--- config.mk ---
export PLATFORM = sky130hd
export DESIGN_NAME = ppc_port
export DESIGN_NICKNAME = d
export VERILOG_FILES = /design/src/rtl/ppc_pkg.sv /design/src/rtl/ppc_port.sv
export VERILOG_INCLUDE_DIRS = /design/src /design/src/rtl
export SDC_FILE = /design/constraint.sdc
export NUM_CORES = 1
export LEC_CHECK = 0
export BUFFER_PORTS_ARGS = -buffer_cell sky130_fd_sc_hd__buf_2
export CORE_MARGIN = 3
export CORE_UTILIZATION = 45
export DETAILED_ROUTE_END_ITERATION = 6
export PLACE_DENSITY = 0.66
export SLEW_MARGIN = 20
export SYNTH_ARGS = -nofsm -noshare
export SYNTH_HDL_FRONTEND = slang
export SYNTH_SLANG_ARGS = --single-unit
--- constraint.sdc ---
create_clock -name sys_clk -period 2.59 [get_ports sys_clk]
set_input_delay 0.1295 -clock sys_clk [delete_from_list [all_inputs] [get_ports sys_clk]]
set_output_delay 0.1295 -clock sys_clk [all_outputs]
set_load 0.01 [all_outputs]
--- src/rtl/ppc_map.svh ---
// Register offsets, field positions, reset values and timing of the port pin control block
`ifndef PPC_MAP_SVH
`define PPC_MAP_SVH

`define PPC_ADDR_W        8
`define PPC_PCR_BASE      8'h00
`define PPC_PCR_LAST      8'h7C
`define PPC_GPW_LOW       8'h80
`define PPC_GPW_HIGH      8'h84
`define PPC_FLAGS         8'hA0

`define PPC_PULL_DIR_BIT  0
`define PPC_PULL_ON_BIT   1
`define PPC_SLEW_BIT      2
`define PPC_FILTER_BIT    4
`define PPC_DRIVE_BIT     6
`define PPC_MUX_LSB       8
`define PPC_MUX_MSB       10
`define PPC_CFG_LSB       16
`define PPC_CFG_MSB       19
`define PPC_FLAG_BIT      24
`define PPC_GPW_SEL_LSB   16

`define PPC_LOW_FIXED_MASK 16'h0750
`define PPC_PCR_RESET      16'h0000
`define PPC_MUX_OFF        3'h0
`define PPC_MUX_GPIO       3'h1

`define PPC_APB_WAIT       0

`endif

--- src/rtl/ppc_pkg.sv ---
// Types shared by the port pin control block
package ppc_pkg;

   typedef enum logic [2:0] {
      PPC_REG_NONE,
      PPC_REG_PCR,
      PPC_REG_GPW_LOW,
      PPC_REG_GPW_HIGH,
      PPC_REG_FLAGS
   } ppc_reg_kind_t;

   typedef enum logic [3:0] {
      PPC_IRQ_OFF     = 4'h0,
      PPC_IRQ_RISE    = 4'h1,
      PPC_IRQ_FALL    = 4'h2,
      PPC_IRQ_BOTH    = 4'h3,
      PPC_IRQ_LOW     = 4'h4,
      PPC_IRQ_HIGH    = 4'h5
   } ppc_irq_cfg_t;

   typedef struct packed {
      logic       in_buf_en;
      logic       out_en_n;
      logic       pull_resistor_on;
      logic       pull_direction_up;
      logic       slow_slew_select;
      logic       filter_en;
      logic       high_drive;
      logic [2:0] mux_sel;
   } ppc_pad_ctl_t;

endpackage : ppc_pkg

--- src/rtl/ppc_port.sv ---
// Port pin control: per-pin control registers, global writes, pin event flags, APB slave
//
// Design decision made here: the APB register port.
`timescale 1ns/1ns
`default_nettype none
`include "ppc_map.svh"

module ppc_port
   import ppc_pkg::*;
#(
   parameter int          NUM_PINS     = 32,
   parameter logic [31:0] SLEW_CAP     = 32'hFFFFFFFF,
   parameter logic [31:0] PULL_CAP     = 32'hFFFFFFFF,
   parameter logic [31:0] PULL_DIR_CAP = 32'hFFFFFFFF,
   parameter logic [31:0] IRQ_CAP      = 32'hFFFFFFFF,
   parameter logic [31:0] SPECIAL_PINS = 32'h00000000
) (
   // Clock and reset
   input  wire logic                           sys_clk,
   input  wire logic                           arst_n,
   // APB slave
   input  wire logic                           psel,
   input  wire logic                           penable,
   input  wire logic                           pwrite,
   input  wire logic [`PPC_ADDR_W-1:0]         paddr,
   input  wire logic [31:0]                    pwdata,
   output logic [31:0]                         prdata,
   output logic                                pready,
   output logic                                pslverr,
   // Port state
   input  wire logic                           port_enable,
   // Peripheral side of each pin
   input  wire logic [NUM_PINS-1:0]            periph_out,
   input  wire logic [NUM_PINS-1:0]            periph_drive,
   input  wire logic [NUM_PINS-1:0]            periph_pull_off,
   // Pads
   input  wire logic [NUM_PINS-1:0]            pad_in,
   output logic [NUM_PINS-1:0]                 pad_out,
   output ppc_pad_ctl_t [NUM_PINS-1:0]         pad_ctl,
   // Towards the data input register and the interrupt controller
   output logic [NUM_PINS-1:0]                 pin_input_level,
   output logic                                port_irq
);


   // Register map, byte addresses on the peripheral bus:
   //   0x00 + 4*n   control register of pin n, for n below NUM_PINS
   //   0x80         global write, low group of pins
   //   0x84         global write, high group of pins
   //   0xA0         pin event flags, write one to clear
   // Every other address answers with pslverr, reads zero and ignores writes.
   // Misaligned addresses are refused the same way, so a byte or half-word
   // store that the bus turns into an odd address never lands half-done.

   // Control register layout:
   //   [0]      pull direction, 1 selects pull-up
   //   [1]      pull resistor on
   //   [2]      slow slew
   //   [4]      passive filter
   //   [6]      high drive
   //   [10:8]   mux field, 0 parks the pin with every digital path off
   //   [19:16]  event configuration
   //   [24]     event flag, write one to clear
   // Bits not listed read zero and ignore writes.

   // Event configuration codes:
   //   0 off, 1 rising, 2 falling, 3 both edges, 4 low level, 5 high level
   // Unused codes never set the flag, so a stray value can raise the interrupt only through a flag that was already set.

   // Bus timing:
   //   The address is decoded in the setup cycle and pready rises in the
   //   first access cycle, so every transfer completes with no wait state.
   //   Writes take effect on the edge that closes the access phase.
   //   Read data is captured in the setup cycle and held until the next
   //   read setup, which keeps prdata quiet between transfers.

   // Capability masks:
   //   A clear bit in SLEW_CAP, PULL_CAP or PULL_DIR_CAP makes the matching
   //   control bit of that pin read zero and ignore writes.
   //   A clear bit in IRQ_CAP keeps the event configuration at off and the
   //   flag at zero for that pin.
   //   A set bit in SPECIAL_PINS lets the routed peripheral take the pull
   //   away, as debug, reset and one-way peripheral pins need.

   // Register kind for an address; read and write share it
   function automatic ppc_reg_kind_t reg_kind(input logic [`PPC_ADDR_W-1:0] a);
      if (a[1:0] != 2'h0)
         reg_kind = PPC_REG_NONE;
      else if (a <= `PPC_PCR_LAST && a[`PPC_ADDR_W-1:2] < NUM_PINS)
         reg_kind = PPC_REG_PCR;
      else if (a == `PPC_GPW_LOW)
         reg_kind = PPC_REG_GPW_LOW;
      else if (a == `PPC_GPW_HIGH)
         reg_kind = PPC_REG_GPW_HIGH;
      else if (a == `PPC_FLAGS)
         reg_kind = PPC_REG_FLAGS;
      else
         reg_kind = PPC_REG_NONE;
   endfunction : reg_kind

   // Writable low-half bits of one pin
   function automatic logic [15:0] low_mask(input int pin);
      logic [15:0] m;
      m = `PPC_LOW_FIXED_MASK;
      m[`PPC_SLEW_BIT]     = SLEW_CAP[pin];
      m[`PPC_PULL_ON_BIT]  = PULL_CAP[pin];
      m[`PPC_PULL_DIR_BIT] = PULL_DIR_CAP[pin];
      low_mask = m;
   endfunction : low_mask

   logic [15:0]         pcr_low   [NUM_PINS];
   logic [3:0]          irq_cfg   [NUM_PINS];
   logic [NUM_PINS-1:0] pin_event_flag;
   logic [NUM_PINS-1:0] level_q;
   logic [NUM_PINS-1:0] event_hit;
   logic [NUM_PINS-1:0] flag_clear;
   logic [NUM_PINS-1:0] gpw_select;
   logic [NUM_PINS-1:0] irq_enabled;

   ppc_reg_kind_t       kind;
   logic                wr_done;
   logic [4:0]          pcr_index;
   logic [15:0]         global_write_value;
   logic [15:0]         global_write_pin_select;

   assign kind                    = reg_kind(paddr);
   // Write lands on the completing edge of the access phase
   assign wr_done                 = psel & penable & pready & pwrite;
   assign pcr_index               = paddr[6:2];
   assign global_write_value      = pwdata[15:0];
   assign global_write_pin_select = pwdata[31:`PPC_GPW_SEL_LSB];


   // Global writes only reach the lower half of the selected registers.
   // Pins at or above NUM_PINS simply find nothing to select, so a narrow
   // port needs no special case here.

   // Pin selection for a global write, low register for pins 15..0, high for 31..16
   always_comb begin
      gpw_select = '0;
      for (int i = 0; i < NUM_PINS; i++) begin
         if (wr_done && kind == PPC_REG_GPW_LOW && i < 16)
            gpw_select[i] = global_write_pin_select[i];
         else if (wr_done && kind == PPC_REG_GPW_HIGH && i >= 16)
            gpw_select[i] = global_write_pin_select[i - 16];
      end
   end


   // The flag has one home; both addresses clear the same bit.
   // A zero written anywhere leaves the flag as it is.

   // Write-one-to-clear from either the status register or the pin's own register
   always_comb begin
      flag_clear = '0;
      if (wr_done && kind == PPC_REG_FLAGS)
         flag_clear = pwdata[NUM_PINS-1:0];
      else if (wr_done && kind == PPC_REG_PCR && pwdata[`PPC_FLAG_BIT])
         flag_clear[pcr_index] = 1'b1;
   end


   // A registered answer costs no wait state here, because the decode
   // already happens during the setup cycle; it also keeps prdata,
   // pready and pslverr straight from flip-flops.

   // APB answer: decoded in the setup cycle, ready in the first access cycle
   always_ff @(posedge sys_clk or negedge arst_n) begin
      if (!arst_n) begin
         pready  <= 1'b0;
         pslverr <= 1'b0;
      end else begin
         pready  <= psel & ~penable;
         pslverr <= psel & ~penable & (kind == PPC_REG_NONE);
      end
   end

   always_ff @(posedge sys_clk or negedge arst_n) begin
      if (!arst_n) begin
         prdata <= 32'h00000000;
      end else if (psel && !penable && !pwrite) begin
         prdata <= 32'h00000000;
         case (kind)
            PPC_REG_PCR: begin
               prdata[15:0] <= pcr_low[pcr_index];
               prdata[`PPC_CFG_MSB:`PPC_CFG_LSB] <= irq_cfg[pcr_index];
               prdata[`PPC_FLAG_BIT] <= pin_event_flag[pcr_index];
            end
            PPC_REG_FLAGS:
               prdata[NUM_PINS-1:0] <= pin_event_flag;
            // Global registers are write-only
            PPC_REG_GPW_LOW,
            PPC_REG_GPW_HIGH:
               prdata <= 32'h00000000;
            default:
               prdata <= 32'h00000000;
         endcase
      end
   end


   // Per-pin logic.
   // Pad controls are registered one edge behind the control register and
   // the peripheral inputs. That adds one cycle of latency to every pad
   // change, traded for clean flip-flop outputs towards the pad ring.
   // The pad level is treated as already synchronous; a real pad needs a
   // synchroniser in front of pad_in before it reaches this block.
   // Edge detection compares the gated level with its registered copy, so
   // turning the mux off or disabling the port looks like a falling level;
   // software should disable events before parking a pin.
   // Level events are re-evaluated on every edge, which is what makes a
   // cleared flag come straight back while the level is still active.

   // Only the registers are reset; port_enable has no say, so settings survive it
   genvar g;
   generate
      for (g = 0; g < NUM_PINS; g++) begin : g_pin
         logic       digital;
         logic       drive;
         logic       lvl;
         logic       pull_ok;
         logic [3:0] cfg_wr;

         assign digital = pcr_low[g][`PPC_MUX_MSB:`PPC_MUX_LSB] != `PPC_MUX_OFF;
         assign drive   = digital & periph_drive[g];
         // Input buffer follows the mux; the port must be running to see the pad
         assign lvl     = pad_in[g] & digital & port_enable;
         // Only special pins let a peripheral take the pull away
         assign pull_ok = ~(SPECIAL_PINS[g] & periph_pull_off[g]);
         assign cfg_wr  = IRQ_CAP[g] ? pwdata[`PPC_CFG_MSB:`PPC_CFG_LSB] : 4'h0;

         always_ff @(posedge sys_clk or negedge arst_n) begin
            if (!arst_n)
               pcr_low[g] <= `PPC_PCR_RESET;
            else if (wr_done && kind == PPC_REG_PCR && pcr_index == 5'(g))
               pcr_low[g] <= pwdata[15:0] & low_mask(g);
            else if (gpw_select[g])
               pcr_low[g] <= global_write_value & low_mask(g);
         end

         // Global writes do not reach this register at all
         always_ff @(posedge sys_clk or negedge arst_n) begin
            if (!arst_n)
               irq_cfg[g] <= PPC_IRQ_OFF;
            else if (wr_done && kind == PPC_REG_PCR && pcr_index == 5'(g))
               irq_cfg[g] <= cfg_wr;
         end

         always_ff @(posedge sys_clk or negedge arst_n) begin
            if (!arst_n)
               level_q[g] <= 1'b0;
            else
               level_q[g] <= lvl;
         end

         always_comb begin
            case (irq_cfg[g])
               PPC_IRQ_RISE: event_hit[g] = lvl & ~level_q[g];
               PPC_IRQ_FALL: event_hit[g] = ~lvl & level_q[g];
               PPC_IRQ_BOTH: event_hit[g] = lvl ^ level_q[g];
               PPC_IRQ_LOW:  event_hit[g] = ~lvl & digital & port_enable;
               PPC_IRQ_HIGH: event_hit[g] = lvl;
               default:      event_hit[g] = 1'b0;
            endcase
         end

         assign irq_enabled[g] = irq_cfg[g] != PPC_IRQ_OFF;

         // A new event in the clearing cycle wins over the clear
         always_ff @(posedge sys_clk or negedge arst_n) begin
            if (!arst_n)
               pin_event_flag[g] <= 1'b0;
            else if (IRQ_CAP[g])
               pin_event_flag[g] <= (pin_event_flag[g] & ~flag_clear[g])
                                    | event_hit[g];
         end

         always_ff @(posedge sys_clk or negedge arst_n) begin
            if (!arst_n) begin
               pad_ctl[g]         <= '0;
               pad_ctl[g].out_en_n <= 1'b1;
               pad_out[g]         <= 1'b0;
               pin_input_level[g] <= 1'b0;
            end else begin
               pad_ctl[g].in_buf_en         <= digital;
               pad_ctl[g].out_en_n          <= ~drive;
               // Pull forced off while driving, stored bit left alone
               pad_ctl[g].pull_resistor_on  <= digital & ~drive & pull_ok
                                               & pcr_low[g][`PPC_PULL_ON_BIT];
               pad_ctl[g].pull_direction_up <= digital & pcr_low[g][`PPC_PULL_ON_BIT]
                                               & pcr_low[g][`PPC_PULL_DIR_BIT];
               pad_ctl[g].slow_slew_select  <= drive & pcr_low[g][`PPC_SLEW_BIT];
               pad_ctl[g].filter_en         <= digital & ~drive
                                               & pcr_low[g][`PPC_FILTER_BIT];
               pad_ctl[g].high_drive        <= drive & pcr_low[g][`PPC_DRIVE_BIT];
               pad_ctl[g].mux_sel           <= pcr_low[g][`PPC_MUX_MSB:`PPC_MUX_LSB];
               pad_out[g]                   <= drive & periph_out[g];
               pin_input_level[g]           <= lvl;
            end
         end
      end
   endgenerate


   // The port interrupt is a level: it stays high while any flag of a pin
   // with events configured is set, and falls one edge after the last of
   // them is cleared. A flag left behind after its pin was set to off does
   // not hold the interrupt up.

   always_ff @(posedge sys_clk or negedge arst_n) begin
      if (!arst_n)
         port_irq <= 1'b0;
      else
         port_irq <= |(pin_event_flag & irq_enabled);
   end

endmodule : ppc_port

`default_nettype wire

==> results.py, run 1 <==
metrics = {
    "worst_setup_path": {
        "cp_max_fo": 8,
        "required_ns": 3.07,
        "rr_worst_depth": 5,
        "cp.arrival_ns": 3.08,
        "critPathCaptureType": "flip-flop",
        "path_class": "reg -> reg",
        "worst_setup_path_start_kind": "flip-flop",
    },
    "global_routing": {
        "track_usage_pct": 31.43,
        "grt_pass1_wl_um": 189800,
        "grt_pass1_vias": 26840,
        "antenna_found_initial": 12,
        "grt_start_max_net_pins": 90,
        "overflow": 0,
    },
    "yosys": {
        "ys_warn_count": 0,
        "synth-edff-count": 0,
        "synthCells": 2583,
        "avgSynthCellArea_um2": 13.87,
        "synthArstFlopShare_pct": 100.0,
        "synth_flop_cell": "dfrtp_1",
        "synth-seq-cells": 835,
        "synth.distinct_cells": 60,
        "ys_seq_area_share_pct": 58.45,
        "syn_area_um2": 35820,
        "synth_fp_nets": 2821,
    },
    "finish": {
        "nets": 3636,
        "final_cells": 4516,
        "fin_area_um2": 45310,
        "utilization_pct": 58.01,
        "syn2layout_area_growth_pct": 26.51,
        "nFillCells": 6292,
        "drive_gt1_share_pct": 41.87,
    },
    "sta": {
        "max_freq_ghz": 0.3850,
        "rsz0062_at_grt": "false",
        "finalHoldViolCount": 0,
        "tightest_slew_ns": 1.056,
        "finalSetupViolCount": 1,
        "post-route-period-util_pct": 100.3,
        "drv_slew": 0,
        "relSlewSlack_pct": 29.58,
        "holdWs_ns": 0.01555,
        "setup_slack_ns": -0.007720,
        "fin_tns_setup_ns": -0.007720,
        "skew_ns": 0.04969,
        "finalCriticalPeriod_ns": 2.598,
    },
    "floorplanning": {
        "dieHeight_um": 288.1,
        "start_util_pct": 45.86,
        "die_w_um": 288.1,
        "io_pins": 593,
        "die-area_um2": 83010,
        "fp.coreArea_um2": 78100,
        "rows": 102,
    },
    "clock_tree": {
        "cts_max_level": 3,
        "clk_pin_slew_ns": 0.06,
        "cts_made_buffers": 89,
        "cts_root_buf": "clkbuf_16",
        "insertion_delay_ns": 0.68,
        "clockBufferDepth": 3,
        "cts_tree": "yes",
        "clock_sinks": 835,
    },
    "pwr": {
        "powerDensity_nw_per_um2": 619.8,
        "p_total_mw": 28.08,
        "leakage_nw": 23.90,
        "ir_drop_uv": 483.0,
    },
    "route": {
        "drtPass1Iterations": 7,
        "drcViolationCount": 0,
        "vias_per_cell": 5.872,
        "drtIter0Drc": 2527,
        "via_count": 26520,
        "routedWlPerCell_um": 29.05,
        "ant_nets": 0,
        "wirelength_um": 131200,
    },
    "placement": {
        "gp_congestion": 0.9669,
        "pre_cts_slack_ns": 0.04655,
        "port_buffers": 560,
        "dp.cells": 4222,
        "dp_hpwl_um": 99170,
        "dpl_cell_area_um2": 40940,
    },
    "min_path": {
        "worstHoldPathType": "in -> reg",
        "whs_path_depth": 4,
    },
    "status": {
        "violations": "setup timing",
        "status": "complete, but fails checks",
    },
    "run": {
        "cap_violations": 0,
    },
}
==> metal layers <==
metal	wire, um	vias up	global-route usage, %
met5	52	-	0
met4	4881	10	11.21
met3	11220	248	6.801
met2	60130	1244	48.62
met1	54890	13980	44.03
li1	-	11030	-
==> flip-flops by register name, indices dropped and copies added (netlist names) <==
register         cells
pcr_low            256
pin_event_flag      32
pslverr              1
port_irq             1
pad_out             32
prdata              32
pin_input_level     29
irq_cfg            128
pready               1
pad_ctl            320
level_q              3
==> worst max-delay path, cell delays in order (launching register included) <==
cell      delay (ns)
dfrtp_1         0.35
nand4_1         0.29
buf_4           0.29
or4b_2          0.74
o311ai_0        0.59
o21ai_0         0.19
==> layout by cell type (no fill, tap or decap), drive strengths merged, types with 13 or more instances in the layout <==
| master | n |
|---|---|
| xor2 | 32 |
| and3b | 39 |
| buf | 742 |
| dlygate4sd3 | 125 |
| o31ai | 31 |
| clkinv | 23 |
| dfstp | 32 |
| a21oi | 45 |
| mux2 | 391 |
| ha | 64 |
| or3 | 39 |
| nand2 | 161 |
| o311ai | 23 |
| mux2i | 34 |
| mux4 | 105 |
| clkbuf | 128 |
| nor2 | 64 |
| nor2b | 74 |
| o41ai | 32 |
| o211ai | 13 |
| and3 | 128 |
| dfrtp | 803 |
| inv | 69 |
| a22o | 24 |
| nand3 | 37 |
| o21ai | 126 |
==> path summary, 6_finish.rpt <==
| kind | slack (ns) | end | from |
|---|---|---|---|
| worst max register to register | -0.008 | pin_event_flag[5]$_DFF_PN0_ | pready$_DFF_PN0_ |
| worst min-delay path | 0.02 | pin_input_level[12]$_DFF_PN0_ | port_enable |
| max in group asynchronous | 0.57 | pad_ctl[264]$_DFF_PN0_ | arst_n |
| worst max-delay path | -0.008 | pin_event_flag[5]$_DFF_PN0_ | pready$_DFF_PN0_ |
| min in group asynchronous | 0.48 | pad_ctl[255]$_DFF_PN0_ | arst_n |
| worst min register to register | 0.41 | pad_ctl[112]$_DFF_PN0_ | pcr_low[330]$_DFFE_PN0P_ |
==> timing repair <==
item | 4_1_cts | 5_1_grt
hold endpoints to repair | 542 | 0
hold buffers | 125 | 0
buffers inserted | 0 | 0
resized for setup | 0 | 5
setup endpoints to repair | 0 | 5
==> cells in the mapped netlist (all sizes together), types with 3 or more instances <==
cell    count  area [um^2]
o211ai     13        97.59
o31ai      31        232.7
nand2b      6        37.54
or4b        3        30.03
o22ai       7        43.79
and3      128        800.8
mux4      105         2372
or3        39        244.0
buf        40        236.5
a221oi      3        26.28
nor2       64        242.7
dfrtp     803        20090
mux2i      34        340.3
a21oi      45        386.6
o311ai     23        201.4
nand4       9        56.30
dfstp      32        840.8
o41ai      32        280.3
clkbuf    103        390.4
or2         5        31.28
a211oi      9        67.56
o21ai     126        630.6
a22oi       3        22.52
nand2     161        604.3
nor3        6        30.03
a211o       7        61.31
mux2      391         4703
nor4        6        52.55
nand3      37        185.2
nor2b      74        462.9
a22o       24        210.2
xor2       32        280.3
inv        66        247.7
and3b      39        341.6
ha         64        800.8
==> layout make-up <==
cell class / instances / area (um^2) / area share [%]
sequential: 835 / 20940 / 46.20
multi-input combinational: 1539 / 14040 / 31.00
timing repair buffer: 867 / 5693 / 12.56
clock buffer: 128 / 2594 / 5.724
tap: 1040 / 1301 / 2.872
clock inverter: 38 / 486.7 / 1.074
inverter: 66 / 247.7 / 0.5468
antenna: 3 / 7.507 / 0.01657
==> report_power, final <==
group | internal (mW) | total [mW] | switching, mW
logic | 0.584 | 1.60 | 1.01
registers | 13.2 | 13.3 | 0.161
clock network | 7.57 | 13.2 | 5.59
==> cells by family after synthesis <==
kind of cell               share of synthesized area (%)
AOI/OAI and AO/OA                                  6.515
adders and majority gates                          2.236
xor gates and xnor gates                          0.7825
DFF                                                58.45
buffers and inverters                              2.442
muxes                                              20.71
and+or+nand+nor                                    8.866
Note: power is estimated with default switching activity, not from simulation.
==> run 2, diff against run 1 <==
--- a/config.mk
+++ b/config.mk
@@ -8,9 +8,8 @@
 export LEC_CHECK = 0
 export BUFFER_PORTS_ARGS = -buffer_cell sky130_fd_sc_hd__buf_2
 export CORE_MARGIN = 3
-export CORE_UTILIZATION = 45
+export CORE_UTILIZATION = 40
 export DETAILED_ROUTE_END_ITERATION = 6
-export PLACE_DENSITY = 0.66
 export SLEW_MARGIN = 20
 export SYNTH_ARGS = -nofsm -noshare
 export SYNTH_HDL_FRONTEND = slang
==> run 2 against run 1 <==
  * The run now ends clean
  * Via count down 0.96%
  * Routed wire length up 2.7%
  * Final cell count up 2.7%
  * Critical endpoint is now pcr_low[344]$_DFFE_PN0P_
  * Largest cell class unchanged
==> results.py, run 2 (synthesized netlist as in run 1, its figures left out) <==
metrics = {
    "status": {
        "status": "finished clean",
    },
    "sta": {
        "post-route-period-util_pct": 98.26,
        "finalCriticalPeriod_ns": 2.545,
        "tightest_slew_ns": 1.055,
        "finalSetupViolCount": 0,
        "drv_slew": 0,
        "skew_ns": 0.02148,
        "finalHoldViolCount": 0,
        "max_freq_ghz": 0.3929,
        "setup_slack_ns": 0.04500,
        "rsz0062_at_grt": "false",
        "relSlewSlack_pct": 29.64,
        "fin_tns_setup_ns": 0,
    },
    "run": {
        "cap_violations": 0,
    },
    "finish": {
        "syn2layout_area_growth_pct": 26.88,
        "largest_reg_flops": 320,
        "layout_commonest_cell": "dfrtp_1",
        "nets": 3628,
        "final_cells": 4638,
        "multi_input_area_um2": 14040,
        "drive_gt1_share_pct": 41.80,
        "area.sequential_um2": 20940,
        "fin_area_um2": 45440,
        "top_register": "pad_ctl",
        "top_regs": "pad_ctl (320), pcr_low (256), irq_cfg (128)",
        "nFillCells": 7605,
        "final_cell_mix": "803 x dfrtp_1, 557 x buf_2, 311 x mux2_2, 161 x nand2_1, 161 x buf_4",
    },
    "floorplanning": {
        "die_w_um": 305.2,
        "fp.coreArea_um2": 88650,
        "dieHeight_um": 305.2,
        "rows": 109,
        "die-area_um2": 93170,
        "io_pins": 593,
        "start_util_pct": 40.40,
    },
    "route": {
        "via_count": 26260,
        "vias_per_cell": 5.662,
        "wirelength_um": 134700,
        "drtIter0Drc": 2605,
        "routedWlPerCell_um": 29.05,
        "drtPass1Iterations": 5,
        "ant_nets": 0,
        "drcViolationCount": 0,
    },
    "worst_setup_path": {
        "rr_worst_depth": 6,
        "worst_setup_path_start_kind": "flip-flop",
        "path_cells": "nand4_1 -> or3_1 -> nor2_2 -> buf_12 -> a21oi_1 -> mux2_2",
        "reg2reg_slack_ns": 0.05,
        "path_class": "reg -> reg",
        "r2r-end": "pcr_low[344]$_DFFE_PN0P_",
        "cp.arrival_ns": 3.08,
        "critPathCaptureType": "flip-flop",
        "cp_top_family": "compound AO/OA/AOI/OAI gates",
        "path_buf_inv": 1,
        "r2r_start": "pready$_DFF_PN0_",
        "slowest_delay_ns": 0.83,
        "cp_max_fo": 16,
        "cp_slowest_cell": "a21oi_1",
        "required_ns": 3.13,
    },
    "clock_tree": {
        "cts_root_buf": "clkbuf_16",
        "clk_pin_slew_ns": 0.06,
        "insertion_delay_ns": 0.66,
        "cts_tree": "yes",
        "clock_sinks": 835,
        "cts_made_buffers": 89,
        "cts_max_level": 3,
        "clockBufferDepth": 3,
        "cts_setup_buffers": 0,
    },
    "placement": {
        "dpl_cell_area_um2": 41010,
        "port_buffers": 560,
        "dp_hpwl_um": 102500,
        "pre_cts_slack_ns": 0.003674,
        "gp_congestion": 0.9542,
        "dp.cells": 4342,
    },
    "min_path": {
        "hp-start": "port_enable",
        "hold_end": "pin_input_level[10]$_DFF_PN0_",
        "worstHoldPathType": "in -> reg",
        "whs_path_depth": 4,
    },
    "global_routing": {
        "track_usage_pct": 28.60,
        "grt_pass1_wl_um": 194600,
        "grt_pass1_vias": 27050,
        "grt_start_max_net_pins": 73,
        "overflow": 0,
        "antenna_found_initial": 14,
    },
    "pwr": {
        "p_total_mw": 28.61,
        "powerDensity_nw_per_um2": 629.6,
        "leakage_nw": 23.90,
        "ir_drop_uv": 457.1,
    },
}
-- run 2: per-layer routing --
| metal | routed length [um] | track usage [%] |
|---|---|---|
| met5 | 0 | 0 |
| met2 | 61220 | 44.14 |
| met3 | 10170 | 5.937 |
| met1 | 59050 | 40.62 |
| met4 | 4278 | 9.429 |
-- run 2: worst max-delay path by stage --
stage / start / to / cells after the start
5_1_grt: pready$_DFF_PN0_ / pcr_low[66]$_DFFE_PN0P_ / 7
2_1_floorplan: pready$_DFF_PN0_ / pcr_low[121]$_DFFE_PN0P_ / 8
4_1_cts: pready$_DFF_PN0_ / pcr_low[490]$_DFFE_PN0P_ / 6
6_report: pready$_DFF_PN0_ / pcr_low[344]$_DFFE_PN0P_ / 6
3_5_place_dp: pready$_DFF_PN0_ / pcr_low[288]$_DFFE_PN0P_ / 6
3_3_place_gp: pready$_DFF_PN0_ / pin_event_flag[15]$_DFF_PN0_ / 6
-- run 2: cell type report --
| cell class | count | share of cell area (%) |
|---|---|---|
| Antenna cell | 9 | 0.04956 |
| Clock buffer | 132 | 5.832 |
| Clock inverter | 33 | 1.137 |
| Inverter | 66 | 0.5452 |
| Multi-Input combinational cell | 1539 | 30.89 |
| Sequential cell | 835 | 46.07 |
| Tap cell | 1165 | 3.208 |
| Timing Repair Buffer | 859 | 12.27 |
-- run 2: timing repair --
action / CTS / global route
gates resized for setup: 1 / 7
pin swaps: 0 / 1
endpoints found under the hold margin: 338 / 0
setup endpoints to repair: 1 / 32
hold buffers: 122 / 0
-- run 2: power breakdown --
part	switching (mW)	leakage (nW)	internal, mW
registers	0.167	11.5	13.2
logic	1.03	10.8	0.566
clock network	5.39	1.56	8.29
-- run 2: tightest hold or removal path: cells and delay by family --
| family | cells | cell delay (ns) |
|---|---|---|
| buffers and inverters | 3 | 0.37 |
| AND/OR/NAND/NOR | 1 | 0.14 |
-- run 2: per-stage QoR --
stage / hold slack (ns) / util (%)
4_1_cts: 0.02265 / 51.22
3_5_place_dp: 0.2019 / 46.27
2_1_floorplan: -0.1661 / -
6_report: 0.05864 / 51.26
5_1_grt: 0.06279 / 51.24
3_3_place_gp: 0.1992 / 46.27
